<file path="config.mk">
export PLATFORM = sky130hd
export DESIGN_NAME = usb_irq_ep_ctrl
export DESIGN_NICKNAME = d
export VERILOG_FILES = /design/src/usb_irq_ep_pkg.sv /design/src/usb_irq_ep_ctrl.sv
export SDC_FILE = /design/constraint.sdc
export NUM_CORES = 1
export LEC_CHECK = 0
export ABC_AREA = 1
export BUFFER_PORTS_ARGS = -buffer_cell sky130_fd_sc_hd__buf_2
export CAP_MARGIN = 0
export CORE_ASPECT_RATIO = 0.8
export CORE_UTILIZATION = 55
export DETAILED_ROUTE_END_ITERATION = 10
export GPL_TIMING_DRIVEN = 0
export PLACE_DENSITY = 0.73
export SLEW_MARGIN = 20
export SYNTH_ARGS = -nofsm -noshare
export SYNTH_HDL_FRONTEND = slang
export SYNTH_SLANG_ARGS = --single-unit
</file>
<file path="constraint.sdc">
create_clock -name clk -period 3.7 [get_ports clk]
set_input_delay 0.925 -clock clk [delete_from_list [all_inputs] [get_ports clk]]
set_output_delay 0.925 -clock clk [all_outputs]
set_load 0.03 [all_outputs]
</file>
<file path="src/usb_irq_ep_pkg.sv">
// Shared constants and types for the USB interrupt and endpoint control block
package usb_irq_ep_pkg;

  // ---------------------------------------------------------------
  // Register map (byte addresses on the APB)
  // ---------------------------------------------------------------
  localparam int unsigned ADDR_W = 12;
  localparam logic [11:0] OFF_IRQ_STATUS = 12'h000;
  localparam logic [11:0] OFF_IRQ_MASK   = 12'h004;
  localparam logic [11:0] OFF_MODE       = 12'h008;
  localparam logic [11:0] OFF_EP_BASE    = 12'h040;
  localparam int unsigned EP_STRIDE_LOG2 = 2;
  localparam int unsigned MAX_EP         = 16;

  // ---------------------------------------------------------------
  // Interrupt status fields
  // ---------------------------------------------------------------
  localparam int unsigned BIT_BUS_RESET   = 0;
  localparam int unsigned BIT_ERROR       = 1;
  localparam int unsigned BIT_FRAME_START = 2;
  localparam int unsigned BIT_TOKEN_DONE  = 3;
  localparam int unsigned BIT_IDLE        = 4;
  localparam int unsigned BIT_RESUME      = 5;
  localparam int unsigned BIT_STALL_SENT  = 7;
  localparam logic [7:0]  IRQ_IMPL_MASK   = 8'hBF;
  localparam logic [7:0]  IRQ_RESET       = 8'h00;

  // ---------------------------------------------------------------
  // Endpoint control fields
  // ---------------------------------------------------------------
  localparam int unsigned EP_HANDSHAKE = 0;
  localparam int unsigned EP_STALLED   = 1;
  localparam int unsigned EP_TX_EN     = 2;
  localparam int unsigned EP_RX_EN     = 3;
  localparam int unsigned EP_CTRL_DIS  = 4;
  localparam int unsigned EP_RETRY_DIS = 6;
  localparam int unsigned EP_LS_DIRECT = 7;
  localparam logic [7:0]  EP0_IMPL_MASK = 8'hDF;
  localparam logic [7:0]  EPN_IMPL_MASK = 8'h1F;
  localparam logic [7:0]  EP_RESET      = 8'h00;
  localparam int unsigned MODE_HOST     = 0;

  // ---------------------------------------------------------------
  // Timing
  // ---------------------------------------------------------------
  localparam int unsigned CLK_MHZ        = 200;
  localparam int unsigned IDLE_TIME_MS   = 3;
  localparam int unsigned RESUME_TIME_NS = 2500;
  localparam int unsigned IDLE_CYCLES_DFLT = IDLE_TIME_MS * CLK_MHZ * 1000;
  localparam int unsigned RESUME_CYCLES =
    (RESUME_TIME_NS * CLK_MHZ + 999) / 1000;

  // ---------------------------------------------------------------
  // Types
  // ---------------------------------------------------------------
  typedef enum logic [1:0] {TOK_OUT, TOK_IN, TOK_SETUP} tok_kind_t;

  typedef struct packed {
    logic stall_sent;
    logic token_done;
    logic frame_start;
    logic error_cond;
    logic bus_reset;
  } usb_evt_t;

  typedef struct packed {
    logic       valid;
    logic [3:0] ep;
    tok_kind_t  kind;
  } tok_req_t;

  typedef struct packed {
    logic done;
    logic allow;
    logic handshake;
    logic stalled;
  } tok_rsp_t;

endpackage : usb_irq_ep_pkg
</file>
<file path="src/usb_irq_ep_ctrl.sv">
// USB device interrupt status and endpoint control registers on APB
//
// The APB interface to the registers and the register addresses were decided locally.
`timescale 1ns/1ps
`default_nettype none

module usb_irq_ep_ctrl #(
  parameter int unsigned NUM_EP      = 16,
  parameter int unsigned IDLE_CYCLES = usb_irq_ep_pkg::IDLE_CYCLES_DFLT
) (
  input  wire logic                      clk,
  input  wire logic                      resetn,
  input  wire logic [11:0]               paddr,
  input  wire logic                      psel,
  input  wire logic                      penable,
  input  wire logic                      pwrite,
  input  wire logic [31:0]               pwdata,
  output var  logic [31:0]               prdata,
  output var  logic                      pready,
  output var  logic                      pslverr,
  input  wire usb_irq_ep_pkg::usb_evt_t  evt,
  input  wire logic [3:0]                stall_ep,
  input  wire logic                      low_speed_link,
  input  wire logic                      dp_pin,
  input  wire logic                      dm_pin,
  input  wire usb_irq_ep_pkg::tok_req_t  tok_req,
  output var  usb_irq_ep_pkg::tok_rsp_t  tok_rsp,
  output var  logic                      host_ls_direct,
  output var  logic                      host_retry_en,
  output var  logic                      irq
);

  // ---------------------------------------------------------------
  // Elaboration checks
  // ---------------------------------------------------------------
  if (NUM_EP != usb_irq_ep_pkg::MAX_EP) begin : g_bad_ep
    $error("NUM_EP must be 16");
  end
  if (IDLE_CYCLES < 2) begin : g_bad_idle
    $error("IDLE_CYCLES must be at least 2");
  end

  localparam int unsigned IDLE_W = $clog2(IDLE_CYCLES + 1);
  localparam int unsigned RES_W  = $clog2(usb_irq_ep_pkg::RESUME_CYCLES + 1);
  localparam logic [IDLE_W-1:0] IDLE_LAST = IDLE_W'(IDLE_CYCLES - 1);
  localparam logic [RES_W-1:0]  RES_LAST  =
    RES_W'(usb_irq_ep_pkg::RESUME_CYCLES - 1);

  // ---------------------------------------------------------------
  // Address decode helpers
  // ---------------------------------------------------------------
  // Endpoint window hit for a byte address
  function automatic logic is_ep_addr(input logic [11:0] a);
    logic [11:0] top;
    top = usb_irq_ep_pkg::OFF_EP_BASE
        + 12'(NUM_EP << usb_irq_ep_pkg::EP_STRIDE_LOG2);
    return (a >= usb_irq_ep_pkg::OFF_EP_BASE) && (a < top)
        && (a[1:0] == 2'h0);
  endfunction : is_ep_addr

  // Endpoint index for a byte address inside the window
  function automatic logic [3:0] ep_index(input logic [11:0] a);
    logic [11:0] rel;
    rel = a - usb_irq_ep_pkg::OFF_EP_BASE;
    return rel[5:2];
  endfunction : ep_index

  // ---------------------------------------------------------------
  // Registers
  // ---------------------------------------------------------------
  logic [7:0]        status_q;
  logic [7:0]        status_d;
  logic [7:0]        mask_q;
  logic              host_mode_q;
  logic [7:0]        ep_q [NUM_EP];
  logic              wr_access;
  logic [7:0]        hw_set;
  logic [7:0]        rd_d;
  logic              err_d;
  logic              dp_s1_q;
  logic              dp_s2_q;
  logic              dm_s1_q;
  logic              dm_s2_q;
  logic              line_k;
  logic              line_j;
  logic [IDLE_W-1:0] idle_cnt_q;
  logic [RES_W-1:0]  res_cnt_q;
  logic              idle_hit;
  logic              res_hit;

  // Write takes effect on the access edge only
  assign wr_access = psel && penable && pready && pwrite;

  // ---------------------------------------------------------------
  // Line state sampling
  // ---------------------------------------------------------------
  // Two-flop synchronisers for the data line pins
  always_ff @(posedge clk) begin
    if (!resetn) begin
      dp_s1_q <= 1'b0;
      dp_s2_q <= 1'b0;
      dm_s1_q <= 1'b0;
      dm_s2_q <= 1'b0;
    end else begin
      dp_s1_q <= dp_pin;
      dp_s2_q <= dp_s1_q;
      dm_s1_q <= dm_pin;
      dm_s2_q <= dm_s1_q;
    end
  end

  // K and J polarity swap with link speed
  assign line_k = low_speed_link ? (dp_s2_q && !dm_s2_q)
                                 : (!dp_s2_q && dm_s2_q);
  assign line_j = low_speed_link ? (!dp_s2_q && dm_s2_q)
                                 : (dp_s2_q && !dm_s2_q);

  always_ff @(posedge clk) begin
    if (!resetn) begin
      idle_cnt_q <= '0;
    end else if (!line_j) begin
      idle_cnt_q <= '0;
    end else if (idle_cnt_q != IDLE_W'(IDLE_CYCLES)) begin
      idle_cnt_q <= idle_cnt_q + IDLE_W'(1);
    end
  end

  always_ff @(posedge clk) begin
    if (!resetn) begin
      res_cnt_q <= '0;
    end else if (!line_k) begin
      res_cnt_q <= '0;
    end else if (res_cnt_q != RES_W'(usb_irq_ep_pkg::RESUME_CYCLES)) begin
      res_cnt_q <= res_cnt_q + RES_W'(1);
    end
  end

  assign idle_hit = line_j && (idle_cnt_q == IDLE_LAST);
  assign res_hit  = line_k && (res_cnt_q == RES_LAST);

  // ---------------------------------------------------------------
  // Interrupt status
  // ---------------------------------------------------------------
  // hardware sets, suppressed in host operation
  always_comb begin
    hw_set = '0;
    hw_set[usb_irq_ep_pkg::BIT_BUS_RESET]   = evt.bus_reset;
    hw_set[usb_irq_ep_pkg::BIT_ERROR]       = evt.error_cond;
    hw_set[usb_irq_ep_pkg::BIT_FRAME_START] = evt.frame_start;
    hw_set[usb_irq_ep_pkg::BIT_TOKEN_DONE]  = evt.token_done;
    hw_set[usb_irq_ep_pkg::BIT_IDLE]        = idle_hit;
    hw_set[usb_irq_ep_pkg::BIT_RESUME]      = res_hit;
    hw_set[usb_irq_ep_pkg::BIT_STALL_SENT]  = evt.stall_sent;
    if (host_mode_q) begin
      hw_set = '0;
    end
  end

  always_comb begin
    status_d = status_q;
    if (wr_access && (paddr == usb_irq_ep_pkg::OFF_IRQ_STATUS)) begin
      status_d = status_q & ~pwdata[7:0];
    end
    status_d = (status_d | hw_set) & usb_irq_ep_pkg::IRQ_IMPL_MASK;
  end

  // Status, mask and mode storage
  always_ff @(posedge clk) begin
    if (!resetn) begin
      status_q    <= usb_irq_ep_pkg::IRQ_RESET;
      mask_q      <= 8'h00;
      host_mode_q <= 1'b0;
    end else begin
      status_q <= status_d;
      if (wr_access && (paddr == usb_irq_ep_pkg::OFF_IRQ_MASK)) begin
        mask_q <= pwdata[7:0] & usb_irq_ep_pkg::IRQ_IMPL_MASK;
      end
      if (wr_access && (paddr == usb_irq_ep_pkg::OFF_MODE)) begin
        host_mode_q <= pwdata[usb_irq_ep_pkg::MODE_HOST];
      end
    end
  end

  // Level interrupt from unmasked flags
  always_ff @(posedge clk) begin
    if (!resetn) begin
      irq <= 1'b0;
    end else begin
      irq <= |(status_d & mask_q);
    end
  end

  // ---------------------------------------------------------------
  // Endpoint control registers
  // ---------------------------------------------------------------
  // one register per endpoint
  for (genvar n = 0; n < NUM_EP; n++) begin : g_ep
    localparam logic [7:0] IMPL = (n == 0) ? usb_irq_ep_pkg::EP0_IMPL_MASK
                                           : usb_irq_ep_pkg::EPN_IMPL_MASK;
    // stall status set by hardware, wins over a write
    always_ff @(posedge clk) begin
      if (!resetn) begin
        ep_q[n] <= usb_irq_ep_pkg::EP_RESET;
      end else begin
        if (wr_access && is_ep_addr(paddr) && (ep_index(paddr) == 4'(n)))
        begin
          ep_q[n] <= pwdata[7:0] & IMPL;
        end
        if (evt.stall_sent && (stall_ep == 4'(n))) begin
          ep_q[n][usb_irq_ep_pkg::EP_STALLED] <= 1'b1;
        end
      end
    end
  end

  // ---------------------------------------------------------------
  // Token qualification for the packet engine
  // ---------------------------------------------------------------
  // direction gating and control transfer admission
  always_ff @(posedge clk) begin
    if (!resetn) begin
      tok_rsp <= '0;
    end else begin
      tok_rsp.done      <= tok_req.valid;
      tok_rsp.handshake <= 1'b0;
      tok_rsp.stalled   <= 1'b0;
      tok_rsp.allow     <= 1'b0;
      if (tok_req.valid) begin
        tok_rsp.handshake <= ep_q[tok_req.ep][usb_irq_ep_pkg::EP_HANDSHAKE];
        tok_rsp.stalled   <= ep_q[tok_req.ep][usb_irq_ep_pkg::EP_STALLED];
        case (tok_req.kind)
          usb_irq_ep_pkg::TOK_OUT:
            tok_rsp.allow <= ep_q[tok_req.ep][usb_irq_ep_pkg::EP_RX_EN];
          usb_irq_ep_pkg::TOK_IN:
            tok_rsp.allow <= ep_q[tok_req.ep][usb_irq_ep_pkg::EP_TX_EN];
          usb_irq_ep_pkg::TOK_SETUP:
            tok_rsp.allow <= ep_q[tok_req.ep][usb_irq_ep_pkg::EP_RX_EN]
              && !(ep_q[tok_req.ep][usb_irq_ep_pkg::EP_TX_EN]
                   && ep_q[tok_req.ep][usb_irq_ep_pkg::EP_CTRL_DIS]);
          default:
            tok_rsp.allow <= 1'b0;
        endcase
      end
    end
  end

  always_ff @(posedge clk) begin
    if (!resetn) begin
      host_ls_direct <= 1'b0;
      host_retry_en  <= 1'b0;
    end else begin
      host_ls_direct <= host_mode_q
                        && ep_q[0][usb_irq_ep_pkg::EP_LS_DIRECT];
      host_retry_en  <= host_mode_q
                        && !ep_q[0][usb_irq_ep_pkg::EP_RETRY_DIS];
    end
  end

  // ---------------------------------------------------------------
  // APB slave
  // ---------------------------------------------------------------
  // read mux, absent bits read zero
  always_comb begin
    rd_d  = 8'h00;
    err_d = 1'b0;
    if (paddr == usb_irq_ep_pkg::OFF_IRQ_STATUS) begin
      rd_d = status_q;
    end else if (paddr == usb_irq_ep_pkg::OFF_IRQ_MASK) begin
      rd_d = mask_q;
    end else if (paddr == usb_irq_ep_pkg::OFF_MODE) begin
      rd_d[usb_irq_ep_pkg::MODE_HOST] = host_mode_q;
    end else if (is_ep_addr(paddr)) begin
      rd_d = ep_q[ep_index(paddr)];
    end else begin
      err_d = 1'b1;
    end
  end

  // Ready from the first cycle of the access phase, no wait states
  always_ff @(posedge clk) begin
    if (!resetn) begin
      pready  <= 1'b0;
      prdata  <= 32'h0000_0000;
      pslverr <= 1'b0;
    end else begin
      pready  <= psel && !penable;
      pslverr <= psel && !penable && err_d;
      prdata  <= (psel && !penable && !pwrite) ? {24'h000000, rd_d}
                                               : 32'h0000_0000;
    end
  end
endmodule : usb_irq_ep_ctrl

`default_nettype wire

</file>
==> reports/results.tsv, run 1 <==
metric	value	unit
Clock Sinks	147	
WL final	23400	um
GR Util met1	47.4	%
met2 Use GR	45.8	%
LEAKAGE	3.97	nW
Die W	136	um
Int Power	2.93	mW
Startpoint Class	input pin	
antenna diode instance count	0	
Die Span Y	109	um
Final Slew Violations	0	
top cell type by total area after synthesis	edfxtp_1	
initial antenna violation count	0	
Starting Density	57.5	%
cell breakdown of the critical path	buf_2 > buf_2 > clkbuf_1 > clkbuf_1 > nand2_1	
Hold Vio Cnt, Final	0	
Setup violations, final	0	
Final Skew	0.00981	ns
FP Rows	38	
register share of total power	45.0	%
synthesized flop and latch total	147	
Post-synth EDFFs	82	
power share of the combinational group	9.6	%
Hold Slack	0.415	ns
layout cell share with drive strength beyond 1	16.4	%
H-tree depth	4	
CTS Hold Bufs	0	
antenna-violating nets left	0	
hpwl dp	17000	um
All-Layer GR Usage	32.2	%
post-synthesis sequential area ratio	47.5	%
CTS tree	built	
Mean Syn Cell Area	7.98	um2
Post-route DRC	0	
Area Overhead vs Synth	15.3	%
grt met3 use	7.93	%
Layout Nets	1166	
CTS buffer count	17	
slowest stage cell on the critical path	clkbuf_1	
CP top delay family	buffers and inverters	
asr flop ratio synth	0	%
root buf cell	clkbuf_16	
predominant post-synthesis flop cell	edfxtp_1	
ranking of synthesized cells by area	edfxtp_1 (31%), dfxtp_1 (16%), nand2_1 (9.1%), nor2_1 (7.5%), o21ai_0 (4.7%)	
WP data required	3.80	ns
Max VDD drop	375	uV
Pwr per Cell Area	433	nW/um2
Detailed Routing Iterations Pass 1	6	
Via Count	7580	
status	finished, final reports clean	
Yosys cell types	48	
postcts setup bufs	0	
RSZ-0062 raised after global routing	no	
top fanout value on the critical path	10	
Most Crowded Layer GR	met1	
post-DR vias/cell	5.89	
Syn. warnings	0	
Gate Count Post-Synth	993	
CP bufs+invs	4	
NetSw	1.03	mW
clock network power share	45.4	%
sw frac	26.1	%
Boundary Pins	109	
die footprint	14900	um2
cts repair resizes	0	
CP max stage delay	0.49	ns
Max Cap Viol	0	
vias in the first global route	6466	
routed length per instance	18.2	um
count leader, synth	nand2_1	
RePlAce Congestion	0.919	
grt ovf	0	
Tcrit/Tclk final	69.2	%
area share of the largest cell type after synthesis	31.1	%
first-pass GRT wire length	35000	um
relative slew slack	50.2	%
final setup TNS	0	ns
clock insertion delay at the later pin of the skew report	0.44	ns
Crit Path Category	in -> reg	
worst path arrival time	2.66	ns
Post-Syn Area	7930	um2
core outline area	13800	um2
Clock Path Buffers	2	
Min Clock Period, post-route	2.56	ns
Post-synth top cells	nand2_1 (193), nor2_1 (159), inv_1 (87), edfxtp_1 (82), o21ai_0 (75)	
CP endpoint kind	flip-flop	
maximum clock rate	391	MHz
largest net degree at the start of global routing	17	
DRT iter0 DRCs	1137	
worst slew pin tran	0.747	ns
port bufs	59	
clock-pin slew on the worst setup and hold paths	0.06	ns
Hold/Removal Path Class	reg -> reg	
[per-layer routing]
layer | share of wire (%) | wire length (um)
met4 | 1.9 | 443
met5 | 0 | 0
met2 | 42 | 9770
met3 | 13 | 3150
met1 | 43 | 10000
[through the flow]
stage	power, mW	utilization, %	cell area (um2)	std cells	setup WS, ns
6_report	3.96	66.3	9140	1287	1.14
5_1_grt	4.06	66.3	9140	1287	1.05
4_1_cts	3.94	66.3	9140	1287	1.19
3_5_place_dp	2.18	61.9	8530	1255	0.745
3_3_place_gp	2.18	61.9	8530	1255	0.735
2_1_floorplan	2.06	-	8010	1016	1.37
[worst paths after layout]
path / startpoint / end / slack, ns / cells past startpoint
setup / recovery: resetn / ep_q[0][0] / 1.14 / 5
hold / removal: dp_s1_q / dp_s2_q / 0.42 / 2
setup reg to reg: pready / ep_q[15][3] / 1.61 / 8
hold reg to reg: dp_s1_q / dp_s2_q / 0.42 / 2
[area by class of cell]
class / instances / area [um2]
flip-flops and latches: 147 / 3760
multi-input cells: 707 / 3500
repair buffers: 59 / 295
plain buffers: 62 / 369
clock inverters: 13 / 145
clock buffers: 19 / 464
inverters: 100 / 380
well taps: 180 / 225
fillers: 1171 / 4640
[sequential cells by signal (all words and copies together) (netlist names), 4 cells and up]
register / cells
tok_rsp: 4
prdata: 8
mask_q: 7
idle_cnt_q: 20
ep_q: 82
res_cnt_q: 9
status_q: 7
[power groups by stage]
stage / clock network, mW / logic (mW) / registers [mW]
after floorplan: 0 / 0.243 / 1.81
after global placement: 0 / 0.363 / 1.82
after detailed placement: 0 / 0.365 / 1.82
after CTS: 1.79 / 0.368 / 1.78
after global routing: 1.87 / 0.408 / 1.78
final: 1.80 / 0.382 / 1.78
[cells by family (layout without fill, tap and decap cells)]
kind of cell | after synthesis | after routing | share of synthesized area (%)
simple gates | 484 | 484 | 28.1
compound gates | 188 | 188 | 13.5
buf+inv | 162 | 253 | 9.45
flops | 147 | 147 | 47.5
xor+xnor | 7 | 7 | 0.773
fa+ha+maj | 4 | 4 | 0.631
other cells | 1 | 24 | 0.0473
[cell usage in the layout, fill, tap and decap left out, drive strengths merged, types with 2 or more instances in the layout]
master and count:
conb 24, edfxtp 82, a31oi 2, buf 107, dfxtp 65, o21ai 88, o211ai 6, clkbuf 33
a21oi 39, nor3 16, nand2 198, clkinv 10, nand4 17, inv 100, xnor2 2, nor4 2
nand3 74, o221ai 5, xor2 5, a22oi 4, nor2 170, nor3b 2, o22ai 34, ha 4
a211oi 6, bufinv 2
[worst reg2reg max path, delay by kind of cell, from the launching register on]
family	cells	cell delay (ns)
buf+inv	2	0.21
flops	1	0.34
simple gates	6	1.21
(Power assumes the default switching activity.)
==> run 2: changes to the inputs <==
--- a/config.mk
+++ b/config.mk
@@ -5,14 +5,14 @@
 export SDC_FILE = /design/constraint.sdc
 export NUM_CORES = 1
 export LEC_CHECK = 0
-export ABC_AREA = 1
+export ABC_AREA = 0
 export BUFFER_PORTS_ARGS = -buffer_cell sky130_fd_sc_hd__buf_2
 export CAP_MARGIN = 0
 export CORE_ASPECT_RATIO = 0.8
-export CORE_UTILIZATION = 55
+export CORE_UTILIZATION = 52
 export DETAILED_ROUTE_END_ITERATION = 10
 export GPL_TIMING_DRIVEN = 0
-export PLACE_DENSITY = 0.73
+export PLACE_DENSITY = 0.72
 export SLEW_MARGIN = 20
 export SYNTH_ARGS = -nofsm -noshare
 export SYNTH_HDL_FRONTEND = slang
==> constraint.sdc (replaced) <==
create_clock -name clk -period 2.1 [get_ports clk]
set_input_delay 0.525 -clock clk [delete_from_list [all_inputs] [get_ports clk]]
set_output_delay 0.525 -clock clk [all_outputs]
set_load 0.03 [all_outputs]
==> reports/results.tsv, run 2 <==
metric	value	unit	change
Mean Syn Cell Area	11.4	um2	was 7.98 um2
Final Slew Violations	0		unchanged
RePlAce Congestion	0.957		was 0.919
Clock Path Buffers	2		unchanged
ranking of synthesized cells by area	edfxtp_1 (32%), dfxtp_1 (17%), mux4_2 (14%), and2_1 (6.0%), nor2_1 (3.2%)		was edfxtp_1 (31%), dfxtp_1 (16%), nand2_1 (9.1%), nor2_1 (7.5%), o21ai_0 (4.7%)
count leader, synth	edfxtp_1		was nand2_1
Post-synth EDFFs	82		unchanged
All-Layer GR Usage	28.5	%	was 32.2%
core outline area	14400	um2	was 13800 um2
reg-to-reg startpoint	pready		unchanged
largest net degree at the start of global routing	17		unchanged
Setup violations, final	4		was 0
Via Count	6155		was 7580
port bufs	55		was 59
die footprint	15500	um2	was 14900 um2
Final Util	66.4	%	was 66.3%
DP Cell Count	947		was 1255
Syn. warnings	0		unchanged
H-tree depth	4		unchanged
Die W	139	um	was 136 um
CTS tree	built		unchanged
Post-synth top cells	edfxtp_1 (82), and2_1 (75), nor2_1 (67), dfxtp_1 (65), mux4_2 (47)		was nand2_1 (193), nor2_1 (159), inv_1 (87), edfxtp_1 (82), o21ai_0 (75)
Max Cap Viol	0		unchanged
Layout Nets	879		was 1166
Starting Density	53.9	%	was 57.5%
Pwr per Cell Area	736	nW/um2	was 433 nW/um2
post-synthesis sequential area ratio	48.4	%	was 47.5%
hpwl dp	15100	um	was 17000 um
highest routed layer	met4		unchanged
maximum clock rate	472	MHz	
most frequent cells in the layout	edfxtp_1 (82), and2_1 (75), dfxtp_1 (65)		was nand2_1 (193), nor2_1 (159), inv_1 (87)
predominant post-synthesis flop cell	edfxtp_1		unchanged
CTS buffer count	17		unchanged
Hold Slack	0.310	ns	was 0.415 ns
failing checks	design-rule violations, negative setup slack		
clock insertion delay at the later pin of the skew report	0.43	ns	was 0.44 ns
worst path arrival time	2.41	ns	was 2.66 ns
Hold Vio Cnt, Final	0		unchanged
Final Skew	0.00979	ns	was 0.00981 ns
synthesized flop and latch total	147		unchanged
Detailed Routing Iterations Pass 1	8		was 6
area share of the largest cell type after synthesis	31.7	%	was 31.1%
Boundary Pins	109		unchanged
Top reg by flops	ep_q		unchanged
antenna-violating nets left	0		unchanged
DRT iter0 DRCs	580		was 1137
vias in the first global route	5922		was 6466
top cell type by total area after synthesis	edfxtp_1		unchanged
Tcrit/Tclk final	101	%	
antenna diode instance count	0		unchanged
Max VDD drop	589	uV	was 375 uV
Area Overhead vs Synth	23.3	%	was 15.3%
WP data required	2.39	ns	was 3.80 ns
Hold/Removal Path Class	in -> reg		was reg -> reg
Gate Count Post-Synth	685		was 993
Post-route DRC	21		was 0
status	finished with violations		was finished, final reports clean
fin cells	1004		was 1287
DRT met1 WL	8860	um	was 10000 um
WL final	21000	um	was 23400 um
root buf cell	clkbuf_16		unchanged
Top Registers	ep_q x82, idle_cnt_q x20, res_cnt_q x9		unchanged
FP Rows	39		was 38
top fanout value on the critical path	5		was 10
commonest non-fill, non-tap cell in the layout	edfxtp_1		was nand2_1
Setup WS post-layout	-0.0189	ns	was 1.14 ns
clock-pin slew on the worst setup and hold paths	0.06	ns	about the same
FF+latch area	3760	um2	unchanged
critical path startpoint	paddr[10]		was resetn
Multi-input gate area	4020	um2	was 3500 um2
first-pass GRT wire length	32700	um	was 35000 um
LEAKAGE	3.66	nW	was 3.97 nW
post-DR vias/cell	6.13		was 5.89
Post-Syn Area	7780	um2	was 7930 um2
Clock Sinks	147		unchanged
worst slew pin tran	0.944	ns	was 0.747 ns
initial antenna violation count	0		unchanged
routed wl met2	9430	um	was 9770 um
routed length per instance	20.9	um	was 18.2 um
HP Start	dm_pin		was dp_s1_q
Min Clock Period, post-route	2.12	ns	
Startpoint Class	input pin		unchanged
fill cell count	1061		was 1171
layout cell share with drive strength beyond 1	30.0	%	was 16.4%
relative slew slack	36.6	%	was 50.2%
CP endpoint kind	flip-flop		unchanged
Die Span Y	111	um	was 109 um
met3 routed WL	2190	um	was 3150 um
grt ovf	0		unchanged
asr flop ratio synth	0	%	unchanged
RSZ-0062 raised after global routing	yes		was no
Yosys cell types	57		was 48
Crit Path Category	in -> reg		unchanged
max reg flops	82		unchanged
[run 2: changes by cell type in the layout (fill, tap and decap cells not counted), sizes merged, moves of 16 or more]
cell    before  now
and2         0   76
o22ai       34    0
nand2      198   35
nor2       170   67
o21ai       88   33
inv        100   12
nand2b       0   16
a21oi       39   20
mux4         0   47
nand3       74   14
[run 2: cell families (layout without fill, tap and decap cells)]
family,after synthesis,after routing,synth area share (%)
AO/OA/AOI/OAI,102,102,8.52
XOR/XNOR,20,20,2.25
adder cells (fa/ha/maj),4,4,0.643
buffers and inverters,66,178,4.47
flip-flops,147,147,48.4
multiplexers,63,63,15.7
other,1,24,0.0482
AND/OR/NAND/NOR,282,282,20.0
[run 2: critical path, cell delays in order]
cell	delay [ns]
buf_6	0.09
or4_4	0.58
nor4_4	0.36
buf_6	0.17
a31oi_1	0.11
nor4_2	0.40
a41oi_1	0.17
[run 2: worst paths after layout]
check,end,slack [ns],cells after the start
hold / removal,dm_s1_q,0.31,2
setup reg to reg,ep_q[11][1],0.14,7
hold reg to reg,host_retry_en,0.43,1
setup / recovery,irq,-0.02,7
[run 2: through the flow]
step	instance area, um2	TNS (ns)	total power [mW]	setup WS (ns)
floorplan	8010	-15.40	3.63	-0.282
global placement	8520	-84.40	3.82	-0.722
detailed placement	8520	-90.28	3.84	-0.764
CTS	9410	-0.125	7.05	-0.0419
global route	9590	-1.34	7.25	-0.0802
finish	9590	-0.0412	7.06	-0.0189
[run 2: cell type report]
class,instances,area share [%]
buffer,55,3.85
clock buffer,22,5.40
clock inverter,10,1.17
inverter,10,0.430
multi-input combinational,495,41.9
sequential,147,39.2
tap,184,2.40
timing repair buffer,81,5.65
[run 2: report_power, final]
| group | internal [mW] | switching, mW |
|---|---|---|
| combinational | 0.302 | 0.416 |
| clock | 2.00 | 1.21 |
| sequential | 3.10 | 0.0395 |
[run 2: repair_timing]
action / in CTS / in global routing
pin swaps: 11 / 13
setup endpoints to repair: 131 / 115
hold buffers: 0 / 0
cloned: 0 / 0
gates resized for setup: 27 / 19
buffers inserted: 10 / 16
[run 2: per-layer routing]
layer	GRT usage (%)	up-vias
li1	-	2739
met1	39.5	3016
met2	43.6	359
met3	6.24	41
met4	12.1	0
met5	0	-
